$ cat src/common/apm_defs.svh
// Offsets, field positions, reset values and response codes of the
// power-management register bank. Included by the bank and by the bench.
`ifndef APM_DEFS_SVH
`define APM_DEFS_SVH

// ----------------------------------------------------------------------
// Register indices (host offset; EC byte address is four times this)
// ----------------------------------------------------------------------
`define APM_IDX_STS_LO 3'h0
`define APM_IDX_STS_HI 3'h1
`define APM_IDX_EN_LO 3'h2
`define APM_IDX_EN_HI 3'h3
`define APM_IDX_CTL_LO 3'h4
`define APM_IDX_CTL_HI 3'h5
`define APM_IDX_PM2_LO 3'h6
`define APM_IDX_PM2_HI 3'h7
`define APM_REG_COUNT 8

// ----------------------------------------------------------------------
// Field positions
// ----------------------------------------------------------------------
`define APM_BIT_WAKE_STS 7
`define APM_BIT_OVR_STS 3
`define APM_BIT_ALARM_STS 2
`define APM_BIT_SLEEP_BUTTON_STATUS 1
`define APM_BIT_POWER_BUTTON_STATUS 0
`define APM_BIT_ALARM_EN 2
`define APM_BIT_SLEEP_BUTTON_ENABLE 1
`define APM_BIT_POWER_BUTTON_ENABLE 0
`define APM_BIT_SLEEP_EN 5
`define APM_SLEEP_TYPE_HI 4
`define APM_SLEEP_TYPE_LO 2
`define APM_BIT_OVR_EN 1

// ----------------------------------------------------------------------
// Implemented-bit masks and reset values
// ----------------------------------------------------------------------
`define APM_STS_MASK 8'h8F
`define APM_EN_MASK 8'h07
`define APM_STS_RESET 8'h00
`define APM_EN_RESET 8'h00
`define APM_SLEEP_TYPE_RESET 3'h0
`define APM_BIT_RESET 1'b0

// ----------------------------------------------------------------------
// AXI4-Lite response codes
// ----------------------------------------------------------------------
`define APM_RESP_OKAY 2'h0
`define APM_RESP_SLVERR 2'h2

`endif

$ cat src/common/apm_pkg.sv
// Types shared by the power-management register bank and its bench.
// Assumes apm_defs.svh holds every number.
package apm_pkg;

    // ------------------------------------------------------------------
    // Host I/O request, one byte per access
    // ------------------------------------------------------------------
    typedef struct packed {
        logic valid;
        logic write;
        logic [15:0] addr;
        logic [7:0] wdata;
    } apm_host_req_t;

    // ------------------------------------------------------------------
    // Controller interrupt pulses, one per host-written register
    // ------------------------------------------------------------------
    typedef struct packed {
        logic statusWritten;
        logic enableWritten;
        logic controlWritten;
    } apm_ec_irq_t;

endpackage : apm_pkg

$ cat src/design/apm_pm1_regs.sv
// Power-management register bank shared by the system host (byte I/O
// port) and the embedded controller (AXI4-Lite slave).
// Assumes the host port is already in the clk domain, one request per
// cycle, with the block base aligned to eight bytes.
`timescale 1ns/1ps
`include "apm_defs.svh"

module apm_pm1_regs
    import apm_pkg::*;
#(
    parameter int HOST_ADDR_W = 16,
    parameter int AXI_ADDR_W = 12
)
(
    // Clock and system reset
    input wire logic clk,
    input wire logic rst_n,
    // Host I/O port
    input wire logic [HOST_ADDR_W-1:0] hostBase,
    input apm_host_req_t hostReq,
    output logic [7:0] hostRdData,
    output logic hostAck,
    // EC AXI4-Lite write address and data
    input wire logic [AXI_ADDR_W-1:0] s_axi_awaddr,
    input wire logic s_axi_awvalid,
    output logic s_axi_awready,
    input wire logic [31:0] s_axi_wdata,
    input wire logic [3:0] s_axi_wstrb,
    input wire logic s_axi_wvalid,
    output logic s_axi_wready,
    // EC AXI4-Lite write response
    output logic [1:0] s_axi_bresp,
    output logic s_axi_bvalid,
    input wire logic s_axi_bready,
    // EC AXI4-Lite read
    input wire logic [AXI_ADDR_W-1:0] s_axi_araddr,
    input wire logic s_axi_arvalid,
    output logic s_axi_arready,
    output logic [31:0] s_axi_rdata,
    output logic [1:0] s_axi_rresp,
    output logic s_axi_rvalid,
    input wire logic s_axi_rready,
    // Controller interrupt pulses and state seen by the rest of the chip
    output apm_ec_irq_t ecIrq,
    output logic [2:0] sleepType,
    output logic sleepEnable,
    output logic eventPending
);

    // ------------------------------------------------------------------
    // Elaboration checks
    // ------------------------------------------------------------------
    if (HOST_ADDR_W < 4 || HOST_ADDR_W > 16)
    begin : gHostWidthCheck
        $error("HOST_ADDR_W must lie between 4 and 16");
    end
    if (AXI_ADDR_W < 6)
    begin : gAxiWidthCheck
        $error("AXI_ADDR_W must be at least 6");
    end

    // ------------------------------------------------------------------
    // Bank state
    // ------------------------------------------------------------------
    logic [7:0] status_ff;
    logic [7:0] nxt_status;
    logic [7:0] enable_ff;
    logic [2:0] sleepType_ff;
    logic overrideEnable_ff;
    logic sleepEnable_ff;
    logic nxt_sleepEnable;

    // AXI write channel holding registers
    logic awTaken_ff;
    logic [AXI_ADDR_W-1:0] awAddr_ff;
    logic wTaken_ff;
    logic [7:0] wByte_ff;
    logic wLane_ff;
    logic bvalid_ff;
    logic [1:0] bresp_ff;
    // AXI read channel
    logic rvalid_ff;
    logic [31:0] rdata_ff;
    logic [1:0] rresp_ff;
    // Host answer and interrupt pulses
    logic [7:0] hostRdData_ff;
    logic hostAck_ff;
    apm_ec_irq_t ecIrq_ff;

    // ------------------------------------------------------------------
    // Read view of the bank for either party
    // ------------------------------------------------------------------
    function automatic logic [7:0] readView(input logic [2:0] idx, input logic fromHost);
        logic [7:0] val;
        val = 8'h00;
        if (idx == `APM_IDX_STS_HI)
        begin
            val = status_ff & `APM_STS_MASK;
        end
        else if (idx == `APM_IDX_EN_HI)
        begin
            val = enable_ff & `APM_EN_MASK;
        end
        else if (idx == `APM_IDX_CTL_HI)
        begin
            val[`APM_SLEEP_TYPE_HI:`APM_SLEEP_TYPE_LO] = sleepType_ff;
            val[`APM_BIT_OVR_EN] = overrideEnable_ff;
            // Host always sees zero so a read-modify-write cannot re-arm
            val[`APM_BIT_SLEEP_EN] = fromHost ? 1'b0 : sleepEnable_ff;
        end
        return val;
    endfunction : readView

    // ------------------------------------------------------------------
    // Host decode
    // ------------------------------------------------------------------
    logic hostHit;
    logic [2:0] hostIdx;
    logic hostWr;
    logic hostRd;

    // Base is eight-byte aligned, so only the upper bits are compared
    assign hostHit = hostReq.addr[HOST_ADDR_W-1:3] == hostBase[HOST_ADDR_W-1:3];
    assign hostIdx = hostReq.addr[2:0];
    assign hostWr = hostReq.valid && hostReq.write && hostHit;
    assign hostRd = hostReq.valid && !hostReq.write && hostHit;

    // ------------------------------------------------------------------
    // AXI decode
    // ------------------------------------------------------------------
    logic ecWrFire;
    logic ecWrMapped;
    logic [2:0] ecWrIdx;
    logic ecWrOk;
    logic arFire;
    logic arMapped;

    // Both halves held and no response outstanding: the write lands now
    assign ecWrFire = awTaken_ff && wTaken_ff && !bvalid_ff;
    assign ecWrMapped = awAddr_ff[AXI_ADDR_W-1:5] == '0;
    assign ecWrIdx = awAddr_ff[4:2];
    // Only byte lane 0 carries a register; other lanes are dropped
    assign ecWrOk = ecWrFire && ecWrMapped && wLane_ff;
    assign arFire = s_axi_arvalid && s_axi_arready;
    assign arMapped = s_axi_araddr[AXI_ADDR_W-1:5] == '0;

    // ------------------------------------------------------------------
    // Status bits: EC write, host one-to-clear, EC wins in a tie
    // ------------------------------------------------------------------
    always_comb
    begin
        nxt_status = status_ff;
        if (hostWr && hostIdx == `APM_IDX_STS_HI)
        begin
            nxt_status = status_ff & ~(hostReq.wdata & `APM_STS_MASK);
        end
        if (ecWrOk && ecWrIdx == `APM_IDX_STS_HI)
        begin
            // Applied last so a controller set is never lost to a clear
            nxt_status = wByte_ff & `APM_STS_MASK;
        end
    end

    // Wake, override, alarm, sleep button and power button status
    always_ff @(posedge clk or negedge rst_n)
    begin
        if (!rst_n)
        begin
            status_ff <= `APM_STS_RESET;
        end
        else
        begin
            status_ff <= nxt_status;
        end
    end

    // ------------------------------------------------------------------
    // Enables: host read-write, controller read-only
    // ------------------------------------------------------------------
    always_ff @(posedge clk or negedge rst_n)
    begin
        if (!rst_n)
        begin
            enable_ff <= `APM_EN_RESET;
        end
        else if (hostWr && hostIdx == `APM_IDX_EN_HI)
        begin
            enable_ff <= hostReq.wdata & `APM_EN_MASK;
        end
    end

    // ------------------------------------------------------------------
    // Sleep type and override enable: host only
    // ------------------------------------------------------------------
    always_ff @(posedge clk or negedge rst_n)
    begin
        if (!rst_n)
        begin
            sleepType_ff <= `APM_SLEEP_TYPE_RESET;
            overrideEnable_ff <= `APM_BIT_RESET;
        end
        else if (hostWr && hostIdx == `APM_IDX_CTL_HI)
        begin
            sleepType_ff <= hostReq.wdata[`APM_SLEEP_TYPE_HI:`APM_SLEEP_TYPE_LO];
            overrideEnable_ff <= hostReq.wdata[`APM_BIT_OVR_EN];
        end
    end

    // ------------------------------------------------------------------
    // Sleep enable: host one sets, controller one clears
    // ------------------------------------------------------------------
    always_comb
    begin
        nxt_sleepEnable = sleepEnable_ff;
        if (ecWrOk && ecWrIdx == `APM_IDX_CTL_HI && wByte_ff[`APM_BIT_SLEEP_EN])
        begin
            nxt_sleepEnable = 1'b0;
        end
        // Host set applied last: a new sleep request survives a clear
        if (hostWr && hostIdx == `APM_IDX_CTL_HI && hostReq.wdata[`APM_BIT_SLEEP_EN])
        begin
            nxt_sleepEnable = 1'b1;
        end
    end

    always_ff @(posedge clk or negedge rst_n)
    begin
        if (!rst_n)
        begin
            sleepEnable_ff <= `APM_BIT_RESET;
        end
        else
        begin
            sleepEnable_ff <= nxt_sleepEnable;
        end
    end

    // ------------------------------------------------------------------
    // Host read answer, one cycle after the request
    // ------------------------------------------------------------------
    always_ff @(posedge clk or negedge rst_n)
    begin
        if (!rst_n)
        begin
            hostRdData_ff <= 8'h00;
            hostAck_ff <= 1'b0;
        end
        else
        begin
            hostAck_ff <= hostReq.valid && hostHit;
            if (hostRd)
            begin
                hostRdData_ff <= readView(hostIdx, 1'b1);
            end
        end
    end

    // ------------------------------------------------------------------
    // Controller interrupt pulses on host writes
    // ------------------------------------------------------------------
    always_ff @(posedge clk or negedge rst_n)
    begin
        if (!rst_n)
        begin
            ecIrq_ff <= '0;
        end
        else
        begin
            ecIrq_ff.statusWritten <= hostWr && hostIdx == `APM_IDX_STS_HI;
            ecIrq_ff.enableWritten <= hostWr && hostIdx == `APM_IDX_EN_HI;
            ecIrq_ff.controlWritten <= hostWr && hostIdx == `APM_IDX_CTL_HI;
        end
    end

    // ------------------------------------------------------------------
    // AXI write address and data capture, in either order
    // ------------------------------------------------------------------
    always_ff @(posedge clk or negedge rst_n)
    begin
        if (!rst_n)
        begin
            awTaken_ff <= 1'b0;
            awAddr_ff <= '0;
        end
        else if (s_axi_awvalid && s_axi_awready)
        begin
            awTaken_ff <= 1'b1;
            awAddr_ff <= s_axi_awaddr;
        end
        else if (ecWrFire)
        begin
            awTaken_ff <= 1'b0;
        end
    end

    always_ff @(posedge clk or negedge rst_n)
    begin
        if (!rst_n)
        begin
            wTaken_ff <= 1'b0;
            wByte_ff <= 8'h00;
            wLane_ff <= 1'b0;
        end
        else if (s_axi_wvalid && s_axi_wready)
        begin
            wTaken_ff <= 1'b1;
            wByte_ff <= s_axi_wdata[7:0];
            wLane_ff <= s_axi_wstrb[0];
        end
        else if (ecWrFire)
        begin
            wTaken_ff <= 1'b0;
        end
    end

    // ------------------------------------------------------------------
    // AXI write response
    // ------------------------------------------------------------------
    always_ff @(posedge clk or negedge rst_n)
    begin
        if (!rst_n)
        begin
            bvalid_ff <= 1'b0;
            bresp_ff <= `APM_RESP_OKAY;
        end
        else if (ecWrFire)
        begin
            bvalid_ff <= 1'b1;
            bresp_ff <= ecWrMapped ? `APM_RESP_OKAY : `APM_RESP_SLVERR;
        end
        else if (s_axi_bready)
        begin
            bvalid_ff <= 1'b0;
        end
    end

    // ------------------------------------------------------------------
    // AXI read: data registered one cycle after the address
    // ------------------------------------------------------------------
    always_ff @(posedge clk or negedge rst_n)
    begin
        if (!rst_n)
        begin
            rvalid_ff <= 1'b0;
            rdata_ff <= 32'h0000_0000;
            rresp_ff <= `APM_RESP_OKAY;
        end
        else if (arFire)
        begin
            rvalid_ff <= 1'b1;
            rdata_ff <= arMapped ? {24'h00_0000, readView(s_axi_araddr[4:2], 1'b0)}
                                 : 32'h0000_0000;
            rresp_ff <= arMapped ? `APM_RESP_OKAY : `APM_RESP_SLVERR;
        end
        else if (s_axi_rready)
        begin
            rvalid_ff <= 1'b0;
        end
    end

    // ------------------------------------------------------------------
    // Outputs
    // ------------------------------------------------------------------
    // One write at a time: new halves wait until the response is taken
    assign s_axi_awready = !awTaken_ff && !bvalid_ff;
    assign s_axi_wready = !wTaken_ff && !bvalid_ff;
    assign s_axi_bvalid = bvalid_ff;
    assign s_axi_bresp = bresp_ff;
    assign s_axi_arready = !rvalid_ff;
    assign s_axi_rvalid = rvalid_ff;
    assign s_axi_rdata = rdata_ff;
    assign s_axi_rresp = rresp_ff;
    assign hostRdData = hostRdData_ff;
    assign hostAck = hostAck_ff;
    assign ecIrq = ecIrq_ff;
    assign sleepType = sleepType_ff;
    assign sleepEnable = sleepEnable_ff;
    // Hint for firmware only; the SCI itself stays a firmware decision
    assign eventPending = |(status_ff[2:0] & enable_ff[2:0]);

endmodule : apm_pm1_regs

$ cat config.mk
export PLATFORM = sky130hd
export DESIGN_NAME = apm_pm1_regs
export DESIGN_NICKNAME = d
export VERILOG_FILES = /design/src/common/apm_pkg.sv /design/src/design/apm_pm1_regs.sv
export VERILOG_INCLUDE_DIRS = /design/src /design/src/common
export SDC_FILE = /design/constraint.sdc
export NUM_CORES = 1
export LEC_CHECK = 0
export BUFFER_PORTS_ARGS = -buffer_cell sky130_fd_sc_hd__buf_2
export CAP_MARGIN = 15
export CORE_MARGIN = 3
export CORE_UTILIZATION = 48
export CTS_BUF_LIST = sky130_fd_sc_hd__clkbuf_4 sky130_fd_sc_hd__clkbuf_8
export CTS_CLUSTER_DIAMETER = 30
export DETAILED_ROUTE_END_ITERATION = 7
export PLACE_DENSITY_LB_ADDON = 0.15
export SYNTH_ARGS = -nofsm -noshare
export SYNTH_HDL_FRONTEND = slang
export SYNTH_SLANG_ARGS = --single-unit
$ cat constraint.sdc
create_clock -name clk -period 5 [get_ports clk]
set_input_delay 1 -clock clk [delete_from_list [all_inputs] [get_ports clk]]
set_output_delay 1 -clock clk [all_outputs]
set_load 0.01 [all_outputs]
# Word level (Yosys, flattened, before mapping)
# Cells that the tools add are included.
# totals
regBits	89
in_bits	109
output_inout_bits	58
word_cells	89
# classes
eq_ne	9
n_mux	22
bitwise_logic	3
n_reduce_logical	35
# ops
operator	count
2-to-1 mux 8 bit	5
logical AND 1 bit	21
zero test 7 bit	2
equality test 13 bit	1
nonzero test 2 bit	6
2-to-1 mux 1 bit	11
2-to-1 mux 5 bit	2
equality test 3 x 1 -> 1 bit (second input constant)	3
equality test 3 bit (second input constant)	3
AND 8 bit	1
2-to-1 mux 4 bit	2
NOT 8 bit	1
equality test 3 x 2 -> 1 bit (second input constant)	2
zero test 1 bit	5
2-to-1 mux 2 bit	2
AND 3 bit	1
OR reduction 3 bit	1

# Longest topological paths before layout
# Gate-level depths: netlist of run 1.
# depth
word_depth	8
ltp_mapped	6
mapped_depth_nobuf	5

# Least setup slack after synthesis of run 1
# Ideal clock, no wire load.
# synth_timing
kind	in2reg
start	in hostBase[8]
end	reg hostRdData_ff[3] (netlist: hostRdData[3])
arrival_ps	2211
t_required_ps	4875
path_slack_ps	2664
cell_stages	6
path_cell_list	xor2_1 nor4_2 and4_4 nand2b_4 buf_6 mux2_4
# synth_between
elab_chain_cells	2
# synth_lines
item	line	rtl
start: declaration	apm_pm1_regs.sv:19	input wire logic [HOST_ADDR_W-1:0] hostBase,
equality test 13 bit	apm_pm1_regs.sv:123	assign hostHit = hostReq.addr[HOST_ADDR_W-1:3] == hostBase[HOST_ADDR_W-1:3];
logical AND 1 bit	apm_pm1_regs.sv:126	assign hostRd = hostReq.valid && !hostReq.write && hostHit;
end signal: assignment	apm_pm1_regs.sv:253	hostRdData_ff <= readView(hostIdx, 1'b1);
end: declaration	apm_pm1_regs.sv:86	logic [7:0] hostRdData_ff;
# No other way between the ends.
# A chain may end at the register's enable or synchronous reset.

# Final worst setup path of run 1
# layout_timing
start	reg status_ff[2]
end	out eventPending
# layout_between
elab_chain_cells	2
# layout_lines
item	line	rtl
start: declaration	apm_pm1_regs.sv:65	logic [7:0] status_ff;
start signal: assignment	apm_pm1_regs.sv:169	status_ff <= `APM_STS_RESET;
start signal: assignment	apm_pm1_regs.sv:173	status_ff <= nxt_status;
AND 3 bit	apm_pm1_regs.sv:379	assign eventPending = |(status_ff[2:0] & enable_ff[2:0]);
OR reduction 3 bit	apm_pm1_regs.sv:379	
end: declaration	apm_pm1_regs.sv:47	output logic eventPending
# No other way between the ends.

==> impl_metrics.yaml, run 1 <==
clock_tree:
  worstSkewPairLatency_ns: 0.30
  ctsHtreeMaxLevel: 2
  cts.sink_count: 53
  cts_hold_buf: 0
  numCtsBuffers: 5
  post-cts-setup-buffer-count: 0
  clk_pin_slew_ns: 0.09
  clockBufferDepth: 2
  cts_tree: "done"
  cts_root_buf: "clkbuf_8"
  cts-resized-gates: 0
grt:
  grt_pass1_vias: 1885
  grt_pass1_wl_um: 8390
  antenna_found_initial: 0
  grt_max_degree: 54
  globalRouteTotalUtil_pct: 16.62
  overflow: 0
place:
  routabilityCongestion: 0.7697
  place.port_buffers: 100
  hpwl_um: 4312
  place_area_mm2: 0.003191
worst_setup_path:
  crit_end: "eventPending"
  r2r_slack_ns: 3.23
  startpoint_type: "flop"
  crit_cells: 3
  critPathTopFamily: "flip-flops"
  reg2reg_depth: 5
  crit_required_ns: 4.00
  crit_arrival_ns: 1.30
  path_cells: "a222oi_1 -> inv_1 -> buf_2"
  cp_slowest_cell: "dfrtp_1"
  startpoint: "status_ff[2]"
  r2r-start: "s_axi_bvalid"
  r2r-end: "status_ff[1]"
  path_buf_inv: 2
  max_stage_delay_ns: 0.42
  critPathCaptureType: "output port"
  cp_max_fo: 4
  crit_type: "flop to output port"
drt:
  vias: 1995
  wl_per_cell_um: 13.20
  drt-initial-drc-count: 117
  drc: 0
  routed_wl_um: 5424
  via_per_inst: 4.854
  first_pass_iters: 4
  antenna_left: 0
power:
  p_sw_share_pct: 27.85
  vdd_drop_max_v: 0.0002827
  p_comb_share_pct: 23.0
  p_clk_share_pct: 26.1
  switchingPower_uw: 313.6
  power.density_mw_per_mm2: 340.7
  intPower_uw: 812.6
  power.share.sequential_pct: 51.0
  p_leak_uw: 0.001696
cells_and_area:
  area_growth_pct: 20.92
  nNetsFinal: 449
  multi_input_area_mm2: 0.001231
  utilization_pct: 62.34
  fillers: 473
  drive_above_1_share_pct: 43.11
  final_cell_area_mm2: 0.003306
  antenna_cells: 0
  regArea_mm2: 0.001326
synth:
  seq_area_frac_synth_pct: 48.51
  ys_ff_latch: 53
  syn_area_per_cell_um2: 11.49
  syn_area_mm2: 0.002734
  netlist_instances: 238
  ys_warn_count: 0
  synth_cell_types: 41
  synth-edff-count: 0
  ys.flop_type: "dfrtp_1"
  async_reset_ff_share_pct: 100.0
floorplanning:
  num_io_pins: 167
  initial_core_util_pct: 51.56
  die_h_um: 81.47
  die_x_um: 81.47
  die_area_mm2: 0.006637
  core_area_mm2: 0.005303
  num_rows: 26
timing:
  maxClockFrequency_mhz: 434.5
  timing.final.crit_share_pct: 46.03
  clock_skew_ns: 0.007562
  tightest_slew_ns: 0.6526
  hold_violations: 0
  fin_crit_ns: 2.302
  finalMaxSlewViolations: 0
  finalSetupTns_ns: 0
  finalSetupViolCount: 0
  grt_setup_unrepaired: "no"
  relSlewSlack_pct: 56.49
worst_hold_path:
  hold_path.class: "flop to flop"
  whs_path_depth: 2
job:
  maxCapViolCount: 0
outcome:
  status: "completed"
## power groups by stage
stage          clock (uW)  combinational (uW)  sequential, uW
2_1_floorplan           0                 197             570
3_3_place_gp            0                 256             579
3_5_place_dp            0                 264             583
4_1_cts               301                 264             575
5_1_grt               324                 289             585
6_report              294                 259             574
## cells by family after synthesis
kind of cell / count (synthesis) / share of synthesized area, %
other cells: 1 / 0.1372
simple gates: 59 / 13.91
xor+xnor: 13 / 4.165
buf+inv: 44 / 10.30
compound gates: 24 / 5.446
mux: 44 / 17.53
flops: 53 / 48.51
## layout make-up
cell class              count  share of cell area [%]
multi-input cells         169                   37.24
inverters                  10                   1.136
flip-flops and latches     53                   40.12
clock inverters             2                   1.173
well taps                  70                   2.650
clock buffers               6                   2.309
repair buffers            101                   15.37
## placed cells by master, fill, tap and decap left out, drive strengths merged, types with 2 or more instances in the layout
cell,count
a32o,2
nor3,3
or3,2
clkbuf,6
nor2,6
mux2i,16
xnor2,5
o21ai,9
nor2b,3
conb,29
nand3b,3
dfrtp,53
o31ai,2
a21o,2
nor4,6
buf,101
and4,2
nand4,3
and2,3
inv,10
xor2,8
nand3,2
a21oi,7
mux2,28
nand2,21
## cells in the mapped netlist, types with 4 or more instances
cell	count	area, um2
a21oi_1	7	35.03
inv_1	10	37.54
xor2_1	8	70.07
dfrtp_1	53	1326
o21ai_0	9	45.04
mux2i_1	16	160.2
xnor2_1	5	43.79
clkbuf_1	4	15.01
buf_4	29	217.7
nand2_1	21	78.83
mux2_2	27	304.0
nor2_1	5	18.77
## registers in the layout, indices dropped and copies added, names as in the netlist
name	count
awAddr_ff	10
enable_ff	3
sleepEnable	1
ecIrq	3
hostRdData	6
wLane_ff	1
s_axi_rvalid	1
hostAck	1
s_axi_bvalid	1
status_ff	5
s_axi_rresp	1
s_axi_rdata	7
wByte_ff	6
s_axi_bresp	1
overrideEnable_ff	1
sleepType	3
awTaken_ff	1
wTaken_ff	1
## worst min-delay path by stage
stage,start,endpoint,slack [ns]
after floorplan,wByte_ff[0],wByte_ff[0],0.48
after global placement,s_axi_rdata[0],s_axi_rdata[0],0.45
after detailed placement,s_axi_rdata[0],s_axi_rdata[0],0.47
after CTS,s_axi_rdata[0],s_axi_rdata[0],0.49
after global routing,s_axi_rdata[4],s_axi_rdata[4],0.51
final,s_axi_rdata[0],s_axi_rdata[0],0.48
## per-layer routing
layer  vias up  global-route usage (%)  routed length, um
met5         -                       0                  0
met4         0                   5.068                 55
met3         5                   4.934                504
met2        81                   29.32               2677
met1       934                   19.41               2186
li1        975                       -                  -
## stage by stage
stage | worst slack [ns] | std cells | total power, uW | hold slack, ns
CTS | 2.684 | 411 | 1140 | 0.4886
floorplan | 2.664 | 266 | 767.7 | 0.4805
global placement | 2.484 | 403 | 835.2 | 0.4542
detailed placement | 2.469 | 403 | 847.4 | 0.4668
finish | 2.699 | 411 | 1126 | 0.4802
global route | 2.609 | 411 | 1198 | 0.5082
## worst min-delay path, cell delays in order (launching register included)
cell and delay [ns]:
dfrtp_1 0.35, nand2_1 0.05, o31ai_1 0.05
Power figures use the tool's default switching activity.
==> run 2, diff against run 1 <==
- ABC_AREA: unset -> 1
- CORE_UTILIZATION: 48 -> 46
- clock period: 5 -> 2.35 ns (I/O delays scaled with it)
==> impl_metrics.yaml, run 2 <==
outcome:
  status: "completed"
synth:
  ys_warn_count: 0
  async_reset_ff_share_pct: 100.0
  synth-edff-count: 0
  yosysTopAreaCell: "dfrtp_1"
  synthTopCellsByCount: "nand2_1, dfrtp_1, inv_1"
  ys.flop_type: "dfrtp_1"
  syn_area_per_cell_um2: 8.696
  syn_area_mm2: 0.002965
  ys_ff_latch: 53
  synth_cell_types: 34
  ys_top_cells_by_area: "dfrtp_1, nand2_1, buf_4"
  synth_top_area_share_pct: 44.73
  synth.most_common_cell: "nand2_1"
  netlist_instances: 341
  seq_area_frac_synth_pct: 44.73
drt:
  first_pass_iters: 4
  via_per_inst: 4.510
  drc: 0
  antenna_left: 0
  vias: 2345
  drt-initial-drc-count: 101
  routed_wl_um: 6008
  wl_per_cell_um: 11.55
grt:
  overflow: 0
  globalRouteTotalUtil_pct: 16.53
  antenna_found_initial: 0
  grt_max_degree: 30
  grt_pass1_wl_um: 9708
  grt_pass1_vias: 2161
timing:
  hold_violations: 0
  maxClockFrequency_mhz: 645.6
  tightest_slew_ns: 0.7015
  finalSetupViolCount: 0
  clock_skew_ns: 0.007009
  finalMaxSlewViolations: 0
  whs_ns: 0.1929
  fin_crit_ns: 1.549
  relSlewSlack_pct: 53.23
  finalSetupTns_ns: 0
  worst_slack_ns: 0.8011
  grt_setup_unrepaired: "no"
  timing.final.crit_share_pct: 65.91
place:
  routabilityCongestion: 0.7875
  dp.cells: 512
  place.port_buffers: 100
  hpwl_um: 4773
  place_ws_ns: 0.6931
clock_tree:
  ctsHtreeMaxLevel: 2
  cts-resized-gates: 0
  cts_root_buf: "clkbuf_8"
  post-cts-setup-buffer-count: 0
  cts_hold_buf: 0
  worstSkewPairLatency_ns: 0.31
  cts.sink_count: 53
  clockBufferDepth: 2
  clk_pin_slew_ns: 0.09
  numCtsBuffers: 5
  cts_tree: "done"
cells_and_area:
  utilization_pct: 57.76
  drive_above_1_share_pct: 34.61
  area_growth_pct: 18.73
  stdcell_count: 520
  largest_reg_flops: 10
  final_cell_mix: "buf_2, nand2_1, dfrtp_1"
  final_common_cell: "buf_2"
  nNetsFinal: 553
  antenna_cells: 0
  regMostFlops: "awAddr_ff"
job:
  maxCapViolCount: 0
power:
  power.density_mw_per_mm2: 667.5
  vdd_drop_max_v: 0.0006765
  p_leak_uw: 0.002036
worst_setup_path:
  crit_required_ns: 1.88
  crit_type: "flop to output port"
  max_stage_delay_ns: 0.45
  critPathCaptureType: "output port"
  path_cells: "nand2_1 -> nand3_1 -> buf_2"
  r2r_slack_ns: 0.93
  cp_slowest_cell: "dfrtp_1"
  crit_arrival_ns: 1.08
  reg2reg_depth: 7
  cp_max_fo: 5
  r2r-start: "s_axi_rvalid"
  r2r-end: "s_axi_rdata[3]"
  startpoint_type: "flop"
worst_hold_path:
  hold_path.class: "primary input to asynchronous set/reset pin"
floorplanning:
  die_h_um: 86.29
  num_io_pins: 167
  die_area_mm2: 0.007446
  initial_core_util_pct: 48.65
  core_area_mm2: 0.006096
  num_rows: 28
  die_x_um: 86.29
[run 2: changes by cell type after synthesis, moves of 8 or more]
cell     delta
xor2_1      -8
inv_1      +32
mux2i_1    -16
nor2_1     +24
nand3_1     +9
nand2_1    +70
mux2_2     -11
[run 2: routing by layer]
layer	vias up	share of wire [%]	track usage [%]
met4	0	0.52	4.674
li1	1228	-	-
met3	4	7.9	4.658
met1	1034	44	21.75
met2	79	48	26.84
met5	-	0	0
[run 2: worst max path at each step]
stage,startpoint,end,slack [ns]
6_report,status_ff[0],eventPending,0.80
3_5_place_dp,hostBase[6],status_ff[1],0.69
2_1_floorplan,hostBase[3],hostRdData[1],0.92
4_1_cts,status_ff[0],eventPending,0.78
5_1_grt,status_ff[0],eventPending,0.74
3_3_place_gp,hostReq[10],status_ff[3],0.69
[run 2: critical path, delay by kind of cell, from the launching register on]
kind                   cells  cell delay, ns
AND/OR/NAND/NOR            2            0.17
flip-flops                 1            0.45
buffers and inverters      1            0.14
[run 2: through the flow]
| step | area, um2 | power, uW |
|---|---|---|
| global placement | 3430 | 1826 |
| floorplan | 3070 | 1696 |
| detailed placement | 3430 | 1850 |
| CTS | 3521 | 2386 |
| global route | 3521 | 2524 |
| finish | 3521 | 2350 |
[run 2: power breakdown]
part,internal (uW),switching (uW),total (uW)
Clock,222,307,529
Combinational,284,301,584
Sequential,1100,139,1240
Total,1600,747,2350
[run 2: cell type report]
type | count | area (um2)
multi-input combinational | 238 | 1319
tap | 75 | 93.84
fill | 574 | 2575
clock buffer | 6 | 76.32
clock inverter | 2 | 15.01
sequential | 53 | 1326
timing repair buffer | 101 | 520.5
inverter | 45 | 170.2
[run 2: kinds of logic (layout without fill, tap and decap cells)]
kind of cell / Yosys count / after routing / synth area share (%)
buf+inv: 78 / 154 / 14.35
xor+xnor: 3 / 3 / 0.8862
other cells: 1 / 29 / 0.1265
simple gates: 159 / 159 / 27.05
mux: 16 / 16 / 6.076
flops: 53 / 53 / 44.73
compound gates: 31 / 31 / 6.793
